$ cat src/design/ssmts_pkg.sv
// Shared constants and types of the select mode and transmit status block.
package ssmts_pkg;

  // ==========================================================================
  // Control and status field layout
  // ==========================================================================
  localparam int STAT_W        = 4;  // Width of the status image.
  localparam int BIT_ENABLE    = 0;  // Serial port enable position.
  localparam int BIT_TX_EMPTY  = 1;  // Transmit buffer empty position.
  localparam int BIT_MODE_LO   = 2;  // Low slave-select mode bit.
  localparam int BIT_MODE_HI   = 3;  // High slave-select mode bit.
  localparam int DATA_W        = 8;  // Byte width of the transmit path.

  // ==========================================================================
  // Slave-select mode encodings
  // ==========================================================================
  localparam logic [1:0] MODE_3WIRE    = 2'h0; // Line not routed to a pin.
  localparam logic [1:0] MODE_4W_SLAVE = 2'h1; // Line is always an input.
  localparam logic [1:0] MODE_RESET    = 2'h1; // Default mode after reset.

  // ==========================================================================
  // Reset values and counts
  // ==========================================================================
  localparam logic             TX_EMPTY_RST = 1'b1;
  localparam logic [1:0]       SYNC_RST     = 2'h2; // Bit 1 select, bit 0 clk.
  localparam int               SYNC_SEL     = 1;
  localparam int               SYNC_CLK     = 0;
  localparam logic [2:0]       LAST_BIT     = 3'h7; // Final bit of a byte.
  localparam logic [DATA_W-1:0] DATA_RST    = 8'h00;

  // ==========================================================================
  // Types
  // ==========================================================================
  typedef struct packed {
    logic       enable;
    logic [1:0] mode;
  } ssmts_ctrl_s;

  typedef enum logic [1:0] {
    ST_IDLE  = 2'b01,
    ST_SHIFT = 2'b10
  } ssmts_state_e;

endpackage : ssmts_pkg

$ cat src/design/ssmts_sync.sv
// Two-flop synchroniser for the pin-side inputs of the block.
`timescale 1ns/1ps
module ssmts_sync
  import ssmts_pkg::*;
(
  // Clock and reset
  input  wire logic       clk,
  input  wire logic       rst_n,
  // Asynchronous inputs and their synchronised copies
  input  wire logic [1:0] async_in,
  output logic      [1:0] sync_out
);

  logic [1:0] meta_r;

  // ==========================================================================
  // Synchroniser chain
  // ==========================================================================
  // The first stage feeds only the second; nothing else may look at it.
  always_ff @(posedge clk) begin
    if (!rst_n) begin
      meta_r   <= SYNC_RST;
      sync_out <= SYNC_RST;
    end else begin
      meta_r   <= async_in;
      sync_out <= meta_r;
    end
  end

endmodule // ssmts_sync

$ cat src/design/ssmts_top.sv
// Slave-select mode control, transmit buffer and empty flag of the port.
// Overview of operation
// - Mode 00: three-wire, select line unrouted.
// - Mode 01 default: select line always input.
// - Mode 1x: drive select line with low bit.
// - Writing a byte clears buffer-empty flag.
// - Move to shifter sets buffer-empty flag.
// - Enable bit off makes port inactive.
`timescale 1ns/1ps
module ssmts_top
  import ssmts_pkg::*;
(
  // Clock and reset
  input  wire logic              CLOCK,
  input  wire logic              RSTN,
  // Configuration
  input  wire logic              SERIAL_PORT_ENABLE,
  input  wire logic [1:0]        SLAVE_SELECT_MODE,
  // Transmit buffer write port
  input  wire logic              TX_WRITE,
  input  wire logic [DATA_W-1:0] TX_DATA,
  // Link pins
  input  wire logic              SERIAL_CLOCK_IN,
  input  wire logic              SLAVE_SELECT_LINE_IN,
  output logic                   SLAVE_SELECT_LINE_OUT,
  output logic                   SLAVE_SELECT_LINE_OE_N,
  output logic                   SLAVE_SELECT_ROUTED,
  output logic                   SERIAL_DATA_OUT,
  // Status
  output logic                   TX_BUFFER_EMPTY,
  output logic                   SHIFT_BUSY,
  output logic [STAT_W-1:0]      STATUS_IMAGE
);

  // ==========================================================================
  // Declarations
  // ==========================================================================
  ssmts_ctrl_s       ctrl;
  ssmts_state_e      state_r;
  ssmts_state_e      state_nxt;
  logic [1:0]        sync_w;
  logic              clk_prev_r;
  logic              clk_fall;
  logic              link_active;
  logic              load;
  logic [DATA_W-1:0] buf_r;
  logic [DATA_W-1:0] shift_r;
  logic [2:0]        bit_cnt_r;
  logic              wr_ok;

  // Drives the select line in the single-master modes.
  function automatic logic is_master(input logic [1:0] mode);
    return mode[1];
  endfunction

  assign ctrl.enable = SERIAL_PORT_ENABLE;
  assign ctrl.mode   = SLAVE_SELECT_MODE;

  // ==========================================================================
  // Pin synchronisers
  // ==========================================================================
  // Both the link clock and the select line come from outside this domain.
  ssmts_sync u_sync (
    .clk      (CLOCK),
    .rst_n    (RSTN),
    .async_in ({SLAVE_SELECT_LINE_IN, SERIAL_CLOCK_IN}),
    .sync_out (sync_w)
  );

  // Previous link clock level, for edge detection on the synced copy.
  always_ff @(posedge CLOCK) begin
    if (!RSTN) begin
      clk_prev_r <= 1'b0;
    end else begin
      clk_prev_r <= sync_w[SYNC_CLK];
    end
  end

  assign clk_fall = clk_prev_r & ~sync_w[SYNC_CLK];

  // ==========================================================================
  // Activity qualification
  // ==========================================================================
  // mode 01 selection
  // In four-wire slave mode the link only runs while the master selects us.
  // enable gating
  // A disabled port neither accepts bytes nor moves data.
  always_comb begin
    link_active = 1'b0;
    if (ctrl.enable) begin
      if (ctrl.mode == MODE_4W_SLAVE) begin
        link_active = ~sync_w[SYNC_SEL];
      end else begin
        link_active = 1'b1;
      end
    end
  end

  assign wr_ok = TX_WRITE & ctrl.enable;
  assign load  = (state_r == ST_IDLE) & ~TX_BUFFER_EMPTY & link_active;

  // ==========================================================================
  // Slave-select pin control
  // ==========================================================================
  // pin routing
  // The line is released unless enabled in a single-master mode, so a
  // disabled port can never fight another master on the shared wire.
  always_ff @(posedge CLOCK) begin
    if (!RSTN) begin
      SLAVE_SELECT_LINE_OUT  <= 1'b1;
      SLAVE_SELECT_LINE_OE_N <= 1'b1;
      SLAVE_SELECT_ROUTED    <= 1'b1;
    end else begin
      SLAVE_SELECT_ROUTED    <= (ctrl.mode != MODE_3WIRE);
      SLAVE_SELECT_LINE_OE_N <= ~(ctrl.enable & is_master(ctrl.mode));
      SLAVE_SELECT_LINE_OUT  <= is_master(ctrl.mode) ? ctrl.mode[0] : 1'b1;
    end
  end

  // ==========================================================================
  // Transmit buffer and empty flag
  // ==========================================================================
  // write clears flag
  // transfer sets flag
  // A write in the cycle of a transfer keeps the new byte pending, so the
  // flag stays low; the older byte still reaches the shifter.
  always_ff @(posedge CLOCK) begin
    if (!RSTN) begin
      buf_r           <= DATA_RST;
      TX_BUFFER_EMPTY <= TX_EMPTY_RST;
    end else begin
      if (wr_ok) begin
        buf_r           <= TX_DATA;
        TX_BUFFER_EMPTY <= 1'b0;
      end else if (load) begin
        TX_BUFFER_EMPTY <= 1'b1;
      end
    end
  end

  // ==========================================================================
  // Shift sequencing
  // ==========================================================================
  // Next-state decode of the minimal byte shifter.
  always_comb begin
    state_nxt = state_r;
    case (state_r)
      ST_IDLE: begin
        if (load) begin
          state_nxt = ST_SHIFT;
        end
      end
      ST_SHIFT: begin
        if (!ctrl.enable) begin
          state_nxt = ST_IDLE;
        end else if (clk_fall && link_active && bit_cnt_r == LAST_BIT) begin
          state_nxt = ST_IDLE;
        end
      end
      default: begin
        state_nxt = ST_IDLE;
      end
    endcase
  end

  // State register.
  always_ff @(posedge CLOCK) begin
    if (!RSTN) begin
      state_r <= ST_IDLE;
    end else begin
      state_r <= state_nxt;
    end
  end

  // shifter load
  // Data leaves MSB first, one bit per falling link clock edge.
  always_ff @(posedge CLOCK) begin
    if (!RSTN) begin
      shift_r         <= DATA_RST;
      bit_cnt_r       <= 3'h0;
      SERIAL_DATA_OUT <= 1'b0;
    end else if (load) begin
      shift_r         <= buf_r;
      bit_cnt_r       <= 3'h0;
      SERIAL_DATA_OUT <= buf_r[DATA_W-1];
    end else if (state_r == ST_SHIFT && clk_fall && link_active) begin
      shift_r         <= {shift_r[DATA_W-2:0], 1'b0};
      bit_cnt_r       <= bit_cnt_r + 3'h1;
      SERIAL_DATA_OUT <= shift_r[DATA_W-2];
    end
  end

  // ==========================================================================
  // Status outputs
  // ==========================================================================
  // Busy and status image are registered so every output is a flop.
  always_ff @(posedge CLOCK) begin
    if (!RSTN) begin
      SHIFT_BUSY   <= 1'b0;
      STATUS_IMAGE <= {MODE_RESET, TX_EMPTY_RST, 1'b0};
    end else begin
      SHIFT_BUSY                 <= (state_nxt == ST_SHIFT);
      STATUS_IMAGE[BIT_MODE_HI]  <= ctrl.mode[1];
      STATUS_IMAGE[BIT_MODE_LO]  <= ctrl.mode[0];
      STATUS_IMAGE[BIT_TX_EMPTY] <= TX_BUFFER_EMPTY;
      STATUS_IMAGE[BIT_ENABLE]   <= ctrl.enable;
    end
  end
endmodule // ssmts_top

$ cat config.mk
export PLATFORM = sky130hd
export DESIGN_NAME = ssmts_top
export DESIGN_NICKNAME = d
export VERILOG_FILES = /design/src/design/ssmts_pkg.sv /design/src/design/ssmts_sync.sv /design/src/design/ssmts_top.sv
export SDC_FILE = /design/constraint.sdc
export NUM_CORES = 1
export LEC_CHECK = 0
export ABC_AREA = 1
export ABC_CLOCK_PERIOD_IN_PS = 1300
export BUFFER_PORTS_ARGS = -buffer_cell sky130_fd_sc_hd__buf_2
export CORE_MARGIN = 1
export CORE_UTILIZATION = 45
export DETAILED_ROUTE_END_ITERATION = 7
export GPL_TIMING_DRIVEN = 0
export PLACE_DENSITY = 0.69
export SLEW_MARGIN = 10
export SYNTH_ARGS = -nofsm -noshare
export SYNTH_HDL_FRONTEND = slang
export SYNTH_SLANG_ARGS = --single-unit
$ cat constraint.sdc
create_clock -name CLOCK -period 1.3 [get_ports CLOCK]
set_clock_uncertainty 0.1 [all_clocks]
set_input_delay 0.26 -clock CLOCK [delete_from_list [all_inputs] [get_ports CLOCK]]
set_output_delay 0.26 -clock CLOCK [all_outputs]
set_load 0.01 [all_outputs]
Word level (Yosys, flattened, before mapping):

Cells that the tools add are included.

* register bits: 35
* input port bits: 16
* output and inout bits: 10
* word-level logic and storage cells: 51

* add/sub/neg operators: 1
* equal/unequal tests: 5
* mux-type cells: 12
* bitwise logic cells: 10
* reductions and logical operators: 9

Operators with widths (number)
* 2-to-1 mux 7 bit: 2
* 2-to-1 mux 1 bit: 6
* 2-to-1 mux 2 bit: 3
* nonzero test 2 bit: 3
* bitwise AND 1 bit: 5
* inverter 1 bit: 5
* equality test 2 x 1 -> 1 bit (second input constant): 2
* equality test 2 bit (second input constant): 2
* logical AND 1 bit: 4
* case mux 2 bit (2 select lines): 1
* adder 3 x 1 -> 3 bit (second input constant): 1
* equality test 3 bit (second input constant): 1
* AND reduction 2 bit: 1
* OR reduction 2 bit: 1

Longest topological paths before layout:

Gate-level depths: netlist of the first run.

* word-level depth: 9
* gate-level depth with buffers: 10
* gate-level depth less buffers: 10

Hierarchy:

Synthesis of the first run repeated with hierarchy kept, for this count alone.

* cells, all modules: 187
* area total of the unflattened synthesis: 1482.7 µm²

By module, submodules not included
* ssmts_top: instances 1, cells an instance 175, area an instance 1372.6 µm², sequential area each 620.6 µm²
* ssmts_sync: instances 1, cells an instance 12, area an instance 110.1 µm², sequential area each 80.1 µm²

Least setup slack after synthesis of the first run:

Ideal clock, no wire load.

* path kind: register to register
* start: reg state_r[1]
* end: reg shift_r[4]
* setup time: 0.113 ns
* arrival: 1.241 ns
* data required time: 1.087 ns
* setup slack: -0.153 ns
* stages on the path, launching flop included: 11
* buffers on the path: 1
* period minus slack after synthesis: 1.453 ns
* cell sequence: dfxtp_1 inv_1 ha_1 inv_2 nor2_8 inv_2 a21oi_4 buf_6 nand3_2 nand2_1 nor2_1

* word-level cells in the longest chain between the ends: 4
* elaborated cells between the ends (all ways): 8
* classes of those cells: 2 x eq/ne; 1 x mux; 2 x bitwise; 3 x reduce/logical

Ends and longest elaborated chain
* from (decl): RTL line ssmts_top.sv:39 `ssmts_state_e state_r;`
* from (signal assigned): RTL line ssmts_top.sv:171 `state_r <= state_nxt;`
* equality test 2 x 1 -> 1 bit / equality test 2 bit (equally long branches): RTL line ssmts_top.sv:100, ssmts_top.sv:186
* bitwise AND 1 bit / logical AND 1 bit (equally long branches) (2 in a row): RTL line ssmts_top.sv:100, ssmts_top.sv:186
* 2-to-1 mux 7 bit / nonzero test 2 bit (equally long branches)
* to (signal assigned): RTL line ssmts_top.sv:183 `shift_r <= buf_r;`
* to (signal assigned): RTL line ssmts_top.sv:187 `shift_r <= {shift_r[DATA_W-2:0], 1'b0};`
* to (decl): RTL line ssmts_top.sv:47 `logic [DATA_W-1:0] shift_r;`

Several ways; a longest one is shown, not always the timed one.
A chain may end at the register's enable or synchronous reset.

Worst setup path after layout of the first run:

Ends and elaborated chain as after synthesis.

==> results.py, run 1 <==
metrics = {
    "run_status": {
        "run_status": "complete, but fails checks",
        "violations_in_the_final_reports": "setup timing",
    },
    "layout": {
        "fin_area_sq_um": 1958,
        "design.final.nets": 251,
        "n_diodes": 0,
        "flow.area_growth_from_synthesis_pct": 31.96,
        "final_layout_size_suffix_gt1_share_pct": 39.22,
        "final_cell_count_no_fill": 276,
    },
    "power_and_ir_drop": {
        "share_clk_of_total_power_pct": 24.3,
        "vdd_drop_max_uv": 1086,
        "sw_ratio_pct": 31.26,
        "power.density_cell_area_nw_per_um2": 1216,
        "p_int_mw": 1.636,
        "power.static_leakage_nw": 0.8610,
        "total_switching_power_mw": 0.7443,
        "p_seq_share_pct": 50.6,
        "combinationalPowerShare_pct": 25.1,
    },
    "global_route": {
        "grt_pass1_vias": 1261,
        "grt-ovfl-total": 0,
        "grt_pass1_wl_mm": 5.333,
        "grt_util_all_layers_pct": 21.16,
        "antenna_violations_before_repair": 0,
        "grt_start_max_net_pins": 12,
    },
    "clocking": {
        "clock_latency_ns": 0.35,
        "htree_levels": 2,
        "tritoncts": "yes",
        "cts-root-to-sink-buffers": 2,
        "cts_made_buffers": 5,
        "clk_root_buffer_cell": "sky130_fd_sc_hd__clkbuf_4",
        "cts.clk_slew.worst_paths_ns": 0.11,
        "cts_sinks": 35,
    },
    "routing": {
        "route.vias.total": 1293,
        "route.final.wire_length_mm": 3.125,
        "drc": 0,
        "ant_nets": 0,
        "routed_wire_length_per_instance_um": 11.32,
        "drt_first_pass_iters": 4,
        "dr.first_iter.drc_count": 29,
        "mean_number_of_vias_per_cell": 4.685,
    },
    "logic_synthesis": {
        "synth-edff-count": 0,
        "synthesized_cell_area_sq_um": 1484,
        "synthesis.instances": 186,
        "synth_area_leader_cell": "sky130_fd_sc_hd__dfxtp_1",
        "yosys_register_bits": 35,
        "synth.top_cells.by_area": "sky130_fd_sc_hd__dfxtp_1 (47%), sky130_fd_sc_hd__nor2_1 (9.4%), sky130_fd_sc_hd__nand2_1 (9.1%)",
        "synth_seq_area_share_pct": 47.22,
        "synth_async_sr_flop_share_pct": 0,
        "yosysMostFrequentCell": "sky130_fd_sc_hd__nor2_1",
        "synth-main-ff-cell": "sky130_fd_sc_hd__dfxtp_1",
        "yosys-top-cells-count": "sky130_fd_sc_hd__nor2_1 (37), sky130_fd_sc_hd__nand2_1 (36), sky130_fd_sc_hd__dfxtp_1 (35)",
        "post_synth.cell_area_avg_sq_um": 7.978,
        "number_of_unique_standard_cell_types_used_by_synthesis": 24,
        "synth_largest_type_area_fraction_pct": 47.22,
        "synth.net_count": 206,
        "synth-warning-count": 0,
    },
    "critical_path": {
        "start_kind": "register",
        "critical_path_peak_fanout": 5,
        "criticalPathCategory": "reg -> reg",
        "end_kind": "register",
        "worst_ep_arrival_time_ns": 1.60,
        "crit_required_ns": 1.46,
    },
    "die": {
        "die_width_um": 59.43,
        "die_area_sq_um": 3531,
        "height_of_the_die_um": 59.43,
        "initial_util_pct": 47.82,
        "io_pins": 26,
        "placement_rows": 20,
        "design.core.area_sq_um": 3103,
    },
    "placed_design": {
        "gpl.final_weighted_congestion": 0.7875,
        "placement.cell_area_sq_um": 1674,
        "place_inst": 254,
        "detailed_place_hpwl_mm": 2.041,
        "port_buffers": 24,
        "pre_cts_ws_ns": -0.2509,
    },
    "timing": {
        "grt_setup_unrepaired": "yes",
        "setup_ws_ns": -0.1453,
        "final.period_utilization_pct": 111.2,
        "setup_viol": 13,
        "timing_max_transition_violations_final": 0,
        "min_period_ns": 1.445,
        "hold_viol_final": 0,
        "achievable-frequency_mhz": 691.9,
        "slew_headroom_pct": 68.07,
        "worst_pin_slew_ns": 0.4789,
    },
    "hold_path": {
        "hold_path.class": "in -> reg",
    },
    "flow_run": {
        "max_cap_violations": 0,
    },
}
==> worst paths after layout <==
path,startpoint,to,slack [ns],depth (start not counted)
worst max-delay path,state_r[1],shift_r[4],-0.15,10
worst min-delay path,SLAVE_SELECT_MODE[1],SLAVE_SELECT_LINE_OE_N,0.01,2
worst max register to register,state_r[1],shift_r[4],-0.15,10
worst min register to register,u_sync.meta_r[0],u_sync.sync_out[0],0.32,2
==> sequential cells by signal, summed over array words and instances, names as in the netlist <==
name,flops
buf_r,8
shift_r,7
u_sync.meta_r,2
SLAVE_SELECT_LINE_OUT,1
state_r,2
SLAVE_SELECT_LINE_OE_N,1
SLAVE_SELECT_ROUTED,1
STATUS_IMAGE,4
SERIAL_DATA_OUT,1
TX_BUFFER_EMPTY,1
SHIFT_BUSY,1
u_sync.sync_out,2
clk_prev_r,1
bit_cnt_r,3
==> metrics by stage <==
step,util [%],hold slack (ns),total power [mW],setup TNS [ns]
after global routing,63.10,-0.0009800,2.534,-2.349
after detailed placement,53.95,0.2947,1.689,-2.253
after global placement,53.95,0.2956,1.680,-1.962
after CTS,60.16,0.001466,2.368,-1.499
after floorplan,-,0.2287,1.584,-0.4827
final,63.10,0.01325,2.381,-1.360
==> worst max-delay path, stage by stage, from the launching register on <==
cell and delay [ns]:
sky130_fd_sc_hd__dfxtp_2 0.34, sky130_fd_sc_hd__inv_2 0.06, sky130_fd_sc_hd__ha_4 0.14, sky130_fd_sc_hd__inv_4 0.04, sky130_fd_sc_hd__nor2_8 0.11, sky130_fd_sc_hd__inv_2 0.06
sky130_fd_sc_hd__a21oi_4 0.19, sky130_fd_sc_hd__buf_6 0.15, sky130_fd_sc_hd__nand3_2 0.06, sky130_fd_sc_hd__nand2_1 0.06, sky130_fd_sc_hd__nor2_1 0.05
==> layer usage <==
layer	GRT usage [%]	routed length, um	vias to the layer above	part of all wire (%)
li1	-	-	673	-
met1	24.16	1384	590	44
met2	35.15	1533	27	49
met3	7.642	164	3	5.2
met4	9.524	43	0	1.4
met5	0	0	-	0
==> layout by cell type (no fill, tap or decap), types with 7 or more instances in the layout <==
cell,n
sky130_fd_sc_hd__buf_2,26
sky130_fd_sc_hd__buf_4,11
sky130_fd_sc_hd__dfxtp_1,30
sky130_fd_sc_hd__inv_1,16
sky130_fd_sc_hd__inv_2,7
sky130_fd_sc_hd__nand2_1,31
sky130_fd_sc_hd__nand2_2,7
sky130_fd_sc_hd__nand4_1,8
sky130_fd_sc_hd__nor2_1,36
sky130_fd_sc_hd__o21ai_0,9
==> cells by family after synthesis <==
family	count (synthesis)	synth area share, %
compound gates	15	6.914
flops	35	47.22
fa+ha+maj	4	3.373
simple gates	101	33.14
xor+xnor	1	0.5903
buf+inv	30	8.769
==> repair_timing <==
action                                  CTS  global route
endpoints found under the setup margin   16            15
pin swaps                                 6             9
gates cloned                              1             0
hold buffers                              2             0
resized for setup                        12            19
setup buffers                             7             4
hold endpoints to repair                  2             0
==> power by group through the flow <==
stage          registers [mW]  clock network [mW]  logic [mW]
2_1_floorplan            1.22                   0       0.360
3_3_place_gp             1.22                   0       0.458
3_5_place_dp             1.22                   0       0.465
4_1_cts                  1.20               0.593       0.578
5_1_grt                  1.22               0.659       0.660
6_report                 1.21               0.579       0.596
==> cell type report <==
cell class | count | area (sq um)
fill | 298 | 1145
clock inverter | 2 | 12.51
inverter | 24 | 92.59
buffer | 6 | 40.04
timing repair buffer | 38 | 242.7
clock buffer | 6 | 41.29
multi-input combinational | 121 | 762.0
sequential | 35 | 711.9
tap | 44 | 55.05
Power figures use the tool's default switching activity.
==> run 2: changes to the inputs <==
--- a/config.mk
+++ b/config.mk
@@ -16,4 +16,5 @@
 export SLEW_MARGIN = 10
 export SYNTH_ARGS = -nofsm -noshare
 export SYNTH_HDL_FRONTEND = slang
+export SYNTH_HIERARCHICAL = 1
 export SYNTH_SLANG_ARGS = --single-unit
==> run 2 against run 1 <==
- the run still ends with setup timing left
- sequential cell count stayed put
- wire length is 4.5% lower
- final cell count is 1.1% lower
- sequential share of layout area is 1.5 points higher
- register-to-register slack worse by 0.02 ns
- synthesized area hardly changed
- first-iteration DRC count is 69% higher
- global-route usage is 1.1 points lower
- die area hardly changed
- largest cell class unchanged
==> results.py, run 2 <==
metrics = {
    "critical_path": {
        "crit_required_ns": 1.44,
        "crit_path_end": "shift_r[6]",
        "reg2reg_slack_ns": -0.17,
        "worst_ep_arrival_time_ns": 1.61,
        "crit_path_cell_trace": "inv_4 > ha_4 > inv_4 > nor2_8 > inv_2 > a21oi_4 > buf_6 > nand3_2 > nand2_1 > nor2_1",
        "start_kind": "register",
        "r2r_cells": 10,
        "crit_path_max_incr_delay_ns": 0.38,
        "timing.critical_path.mode_cell": "sky130_fd_sc_hd__inv_4",
        "critical_path.reg2reg.endpoint": "shift_r[6]",
        "criticalPathCategory": "reg -> reg",
        "timing.critical_path.from": "state_r[1]",
        "cpMaxStageDelayCell": "sky130_fd_sc_hd__dfxtp_4",
        "crit-reg2reg-launch": "state_r[1]",
        "critical_path_peak_fanout": 6,
        "end_kind": "register",
    },
    "logic_synthesis": {
        "synth-main-ff-cell": "sky130_fd_sc_hd__dfxtp_1",
        "yosys-top-cells-count": "sky130_fd_sc_hd__nand2_1 (41), sky130_fd_sc_hd__dfxtp_1 (35), sky130_fd_sc_hd__nor2_1 (35)",
        "synth-edff-count": 0,
        "synthesized_cell_area_sq_um": 1483,
        "synth.net_count": 207,
        "synthesis.instances": 187,
        "synth_seq_area_share_pct": 47.26,
        "number_of_unique_standard_cell_types_used_by_synthesis": 25,
        "synth_area_leader_cell": "sky130_fd_sc_hd__dfxtp_1",
        "synth_largest_type_area_fraction_pct": 47.26,
        "synth-warning-count": 6,
        "synth_async_sr_flop_share_pct": 0,
        "yosysMostFrequentCell": "sky130_fd_sc_hd__nand2_1",
        "post_synth.cell_area_avg_sq_um": 7.929,
        "synth.top_cells.by_area": "sky130_fd_sc_hd__dfxtp_1 (47%), sky130_fd_sc_hd__nand2_1 (10%), sky130_fd_sc_hd__nor2_1 (8.9%)",
        "yosys_register_bits": 35,
    },
    "power_and_ir_drop": {
        "power.density_cell_area_nw_per_um2": 1248,
        "p_seq_share_pct": 51.2,
        "sw_ratio_pct": 31.56,
        "vdd_drop_max_uv": 605.9,
        "combinationalPowerShare_pct": 23.8,
        "share_clk_of_total_power_pct": 25.0,
        "p_int_mw": 1.613,
        "total_switching_power_mw": 0.7438,
        "power.static_leakage_nw": 0.8345,
    },
    "layout": {
        "utilization_pct": 61.34,
        "n_diodes": 0,
        "flip_flop_count_of_the_largest_register_after_layout": 8,
        "final_layout_size_suffix_gt1_share_pct": 33.19,
        "n_fill_cell": 284,
        "largest_registers": "buf_r (8), shift_r (7), STATUS_IMAGE (4)",
        "registers.top_by_ff_count": "buf_r",
        "design.final.nets": 248,
        "flow.area_growth_from_synthesis_pct": 27.34,
        "final_cell_count_no_fill": 273,
        "layout.cells.most_common": "sky130_fd_sc_hd__nand2_1",
        "layout.cells.most_common_list": "sky130_fd_sc_hd__nand2_1 (39), sky130_fd_sc_hd__nor2_1 (35), sky130_fd_sc_hd__dfxtp_1 (30)",
    },
    "global_route": {
        "grt_util_all_layers_pct": 20.04,
        "grt_start_max_net_pins": 13,
        "grt_pass1_wl_mm": 5.147,
        "antenna_violations_before_repair": 0,
        "grt_pass1_vias": 1177,
        "groute.layer.met2.usage_pct": 33.23,
        "globalRouteMet3Util_pct": 5.895,
        "grt-busiest-layer": "met2",
        "gr-usage-met1_pct": 23.58,
        "grt-ovfl-total": 0,
    },
    "routing": {
        "route.final.wire_length_mm": 2.985,
        "mean_number_of_vias_per_cell": 4.623,
        "drt_first_pass_iters": 4,
        "routed_wire_length_per_instance_um": 10.93,
        "ant_nets": 0,
        "drc": 0,
        "route.vias.total": 1262,
        "dr.first_iter.drc_count": 49,
    },
    "timing": {
        "hold_viol_final": 0,
        "setup_viol": 14,
        "achievable-frequency_mhz": 681.7,
        "slew_headroom_pct": 67.70,
        "worst_pin_slew_ns": 0.4845,
        "grt_setup_unrepaired": "yes",
        "min_period_ns": 1.467,
        "final.period_utilization_pct": 112.8,
        "timing_max_transition_violations_final": 0,
        "setup-tns-final_ns": -1.389,
        "setup_ws_ns": -0.1669,
    },
    "placed_design": {
        "detailed_place_hpwl_mm": 2.016,
        "port_buffers": 25,
        "gpl.final_weighted_congestion": 0.7828,
        "place_inst": 256,
    },
    "die": {
        "die_area_sq_um": 3528,
        "height_of_the_die_um": 59.40,
        "initial_util_pct": 48.17,
        "design.core.area_sq_um": 3078,
        "placement_rows": 20,
        "io_pins": 26,
        "die_width_um": 59.40,
    },
    "clocking": {
        "clock_latency_ns": 0.35,
        "htree_levels": 2,
        "cts-root-to-sink-buffers": 2,
        "tritoncts": "yes",
        "cts_sinks": 35,
        "clk_root_buffer_cell": "sky130_fd_sc_hd__clkbuf_4",
        "cts_made_buffers": 5,
        "cts.clk_slew.worst_paths_ns": 0.12,
    },
    "hold_path": {
        "hold_path.class": "in -> reg",
        "timing.hold.worst_path_depth": 2,
    },
    "run_status": {
        "run_status": "complete, but fails checks",
        "violations_in_the_final_reports": "setup timing",
    },
    "flow_run": {
        "max_cap_violations": 0,
    },
}
[run 2: cell count changes after synthesis, sizes merged, moves of 2 or more]
cell   before  now
or2         2    0
nor2       40   38
o21ai      11    9
nand2      38   43
[run 2: kinds of logic after synthesis]
family          count (synthesis)  share of synthesized area, %
compound gates                 15                         7.005
xor+xnor                        1                        0.5908
fa+ha+maj                       4                         3.376
buf+inv                        31                         9.029
flops                          35                         47.26
simple gates                  101                         32.74
[run 2: metal layers]
| metal | vias up | wire length (um) |
|---|---|---|
| li1 | 665 | - |
| met2 | 33 | 1451 |
| met4 | 0 | 70 |
| met5 | - | 0 |
| met1 | 555 | 1301 |
| met3 | 9 | 161 |
[run 2: worst max-delay path, delay by kind of cell (launching register included)]
kind,cells,cell delay (ns)
flops,1,0.38
compound gates,1,0.20
buf+inv,4,0.31
simple gates,4,0.25
fa+ha+maj,1,0.13
[run 2: how the worst min path moves through the flow]
stage	start	endpoint	slack, ns
after floorplan	RSTN	u_sync/meta_r[1]	0.23
after global placement	u_sync/meta_r[1]	u_sync/sync_out[1]	0.30
after detailed placement	u_sync/meta_r[0]	u_sync/sync_out[0]	0.30
after CTS	RSTN	u_sync/meta_r[1]	0.01
after global routing	RSTN	u_sync/sync_out[1]	0.02
final	RSTN	u_sync/meta_r[1]	0.02
[run 2: layout make-up]
type	instances	area (sq um)	area share (%)
Inverter	25	98.84	5.235
Clock buffer	5	37.54	1.988
Timing Repair Buffer	34	200.2	10.60
Clock inverter	3	20.02	1.060
Sequential cell	35	714.4	37.84
Buffer	6	43.79	2.319
Multi-Input combinational cell	121	718.2	38.04
Tap cell	44	55.05	2.916
[run 2: what timing repair did]
item	4_1_cts	5_1_grt
buffers inserted	3	2
endpoints found under the hold margin	3	0
hold buffers	3	0
endpoints found under the setup margin	16	16
gates resized for setup	3	18
pin swaps	5	5
cloned	1	0
[run 2: per-stage QoR]
stage | cell area (sq um) | worst slack [ns] | hold slack (ns) | total power [mW]
6_report | 1888 | -0.1669 | 0.02315 | 2.357
5_1_grt | 1888 | -0.2681 | 0.02422 | 2.497
4_1_cts | 1804 | -0.2195 | 0.01238 | 2.321
3_5_place_dp | 1680 | -0.2467 | 0.3015 | 1.689
3_3_place_gp | 1680 | -0.2189 | 0.2952 | 1.679
2_1_floorplan | 1500 | -0.08664 | 0.2287 | 1.584
[run 2: power by group through the flow]
stage | clock (mW) | sequential [mW] | combinational, mW
global placement | 0 | 1.22 | 0.457
global route | 0.652 | 1.22 | 0.629
floorplan | 0 | 1.22 | 0.360
finish | 0.588 | 1.21 | 0.562
detailed placement | 0 | 1.22 | 0.465
CTS | 0.601 | 1.20 | 0.521
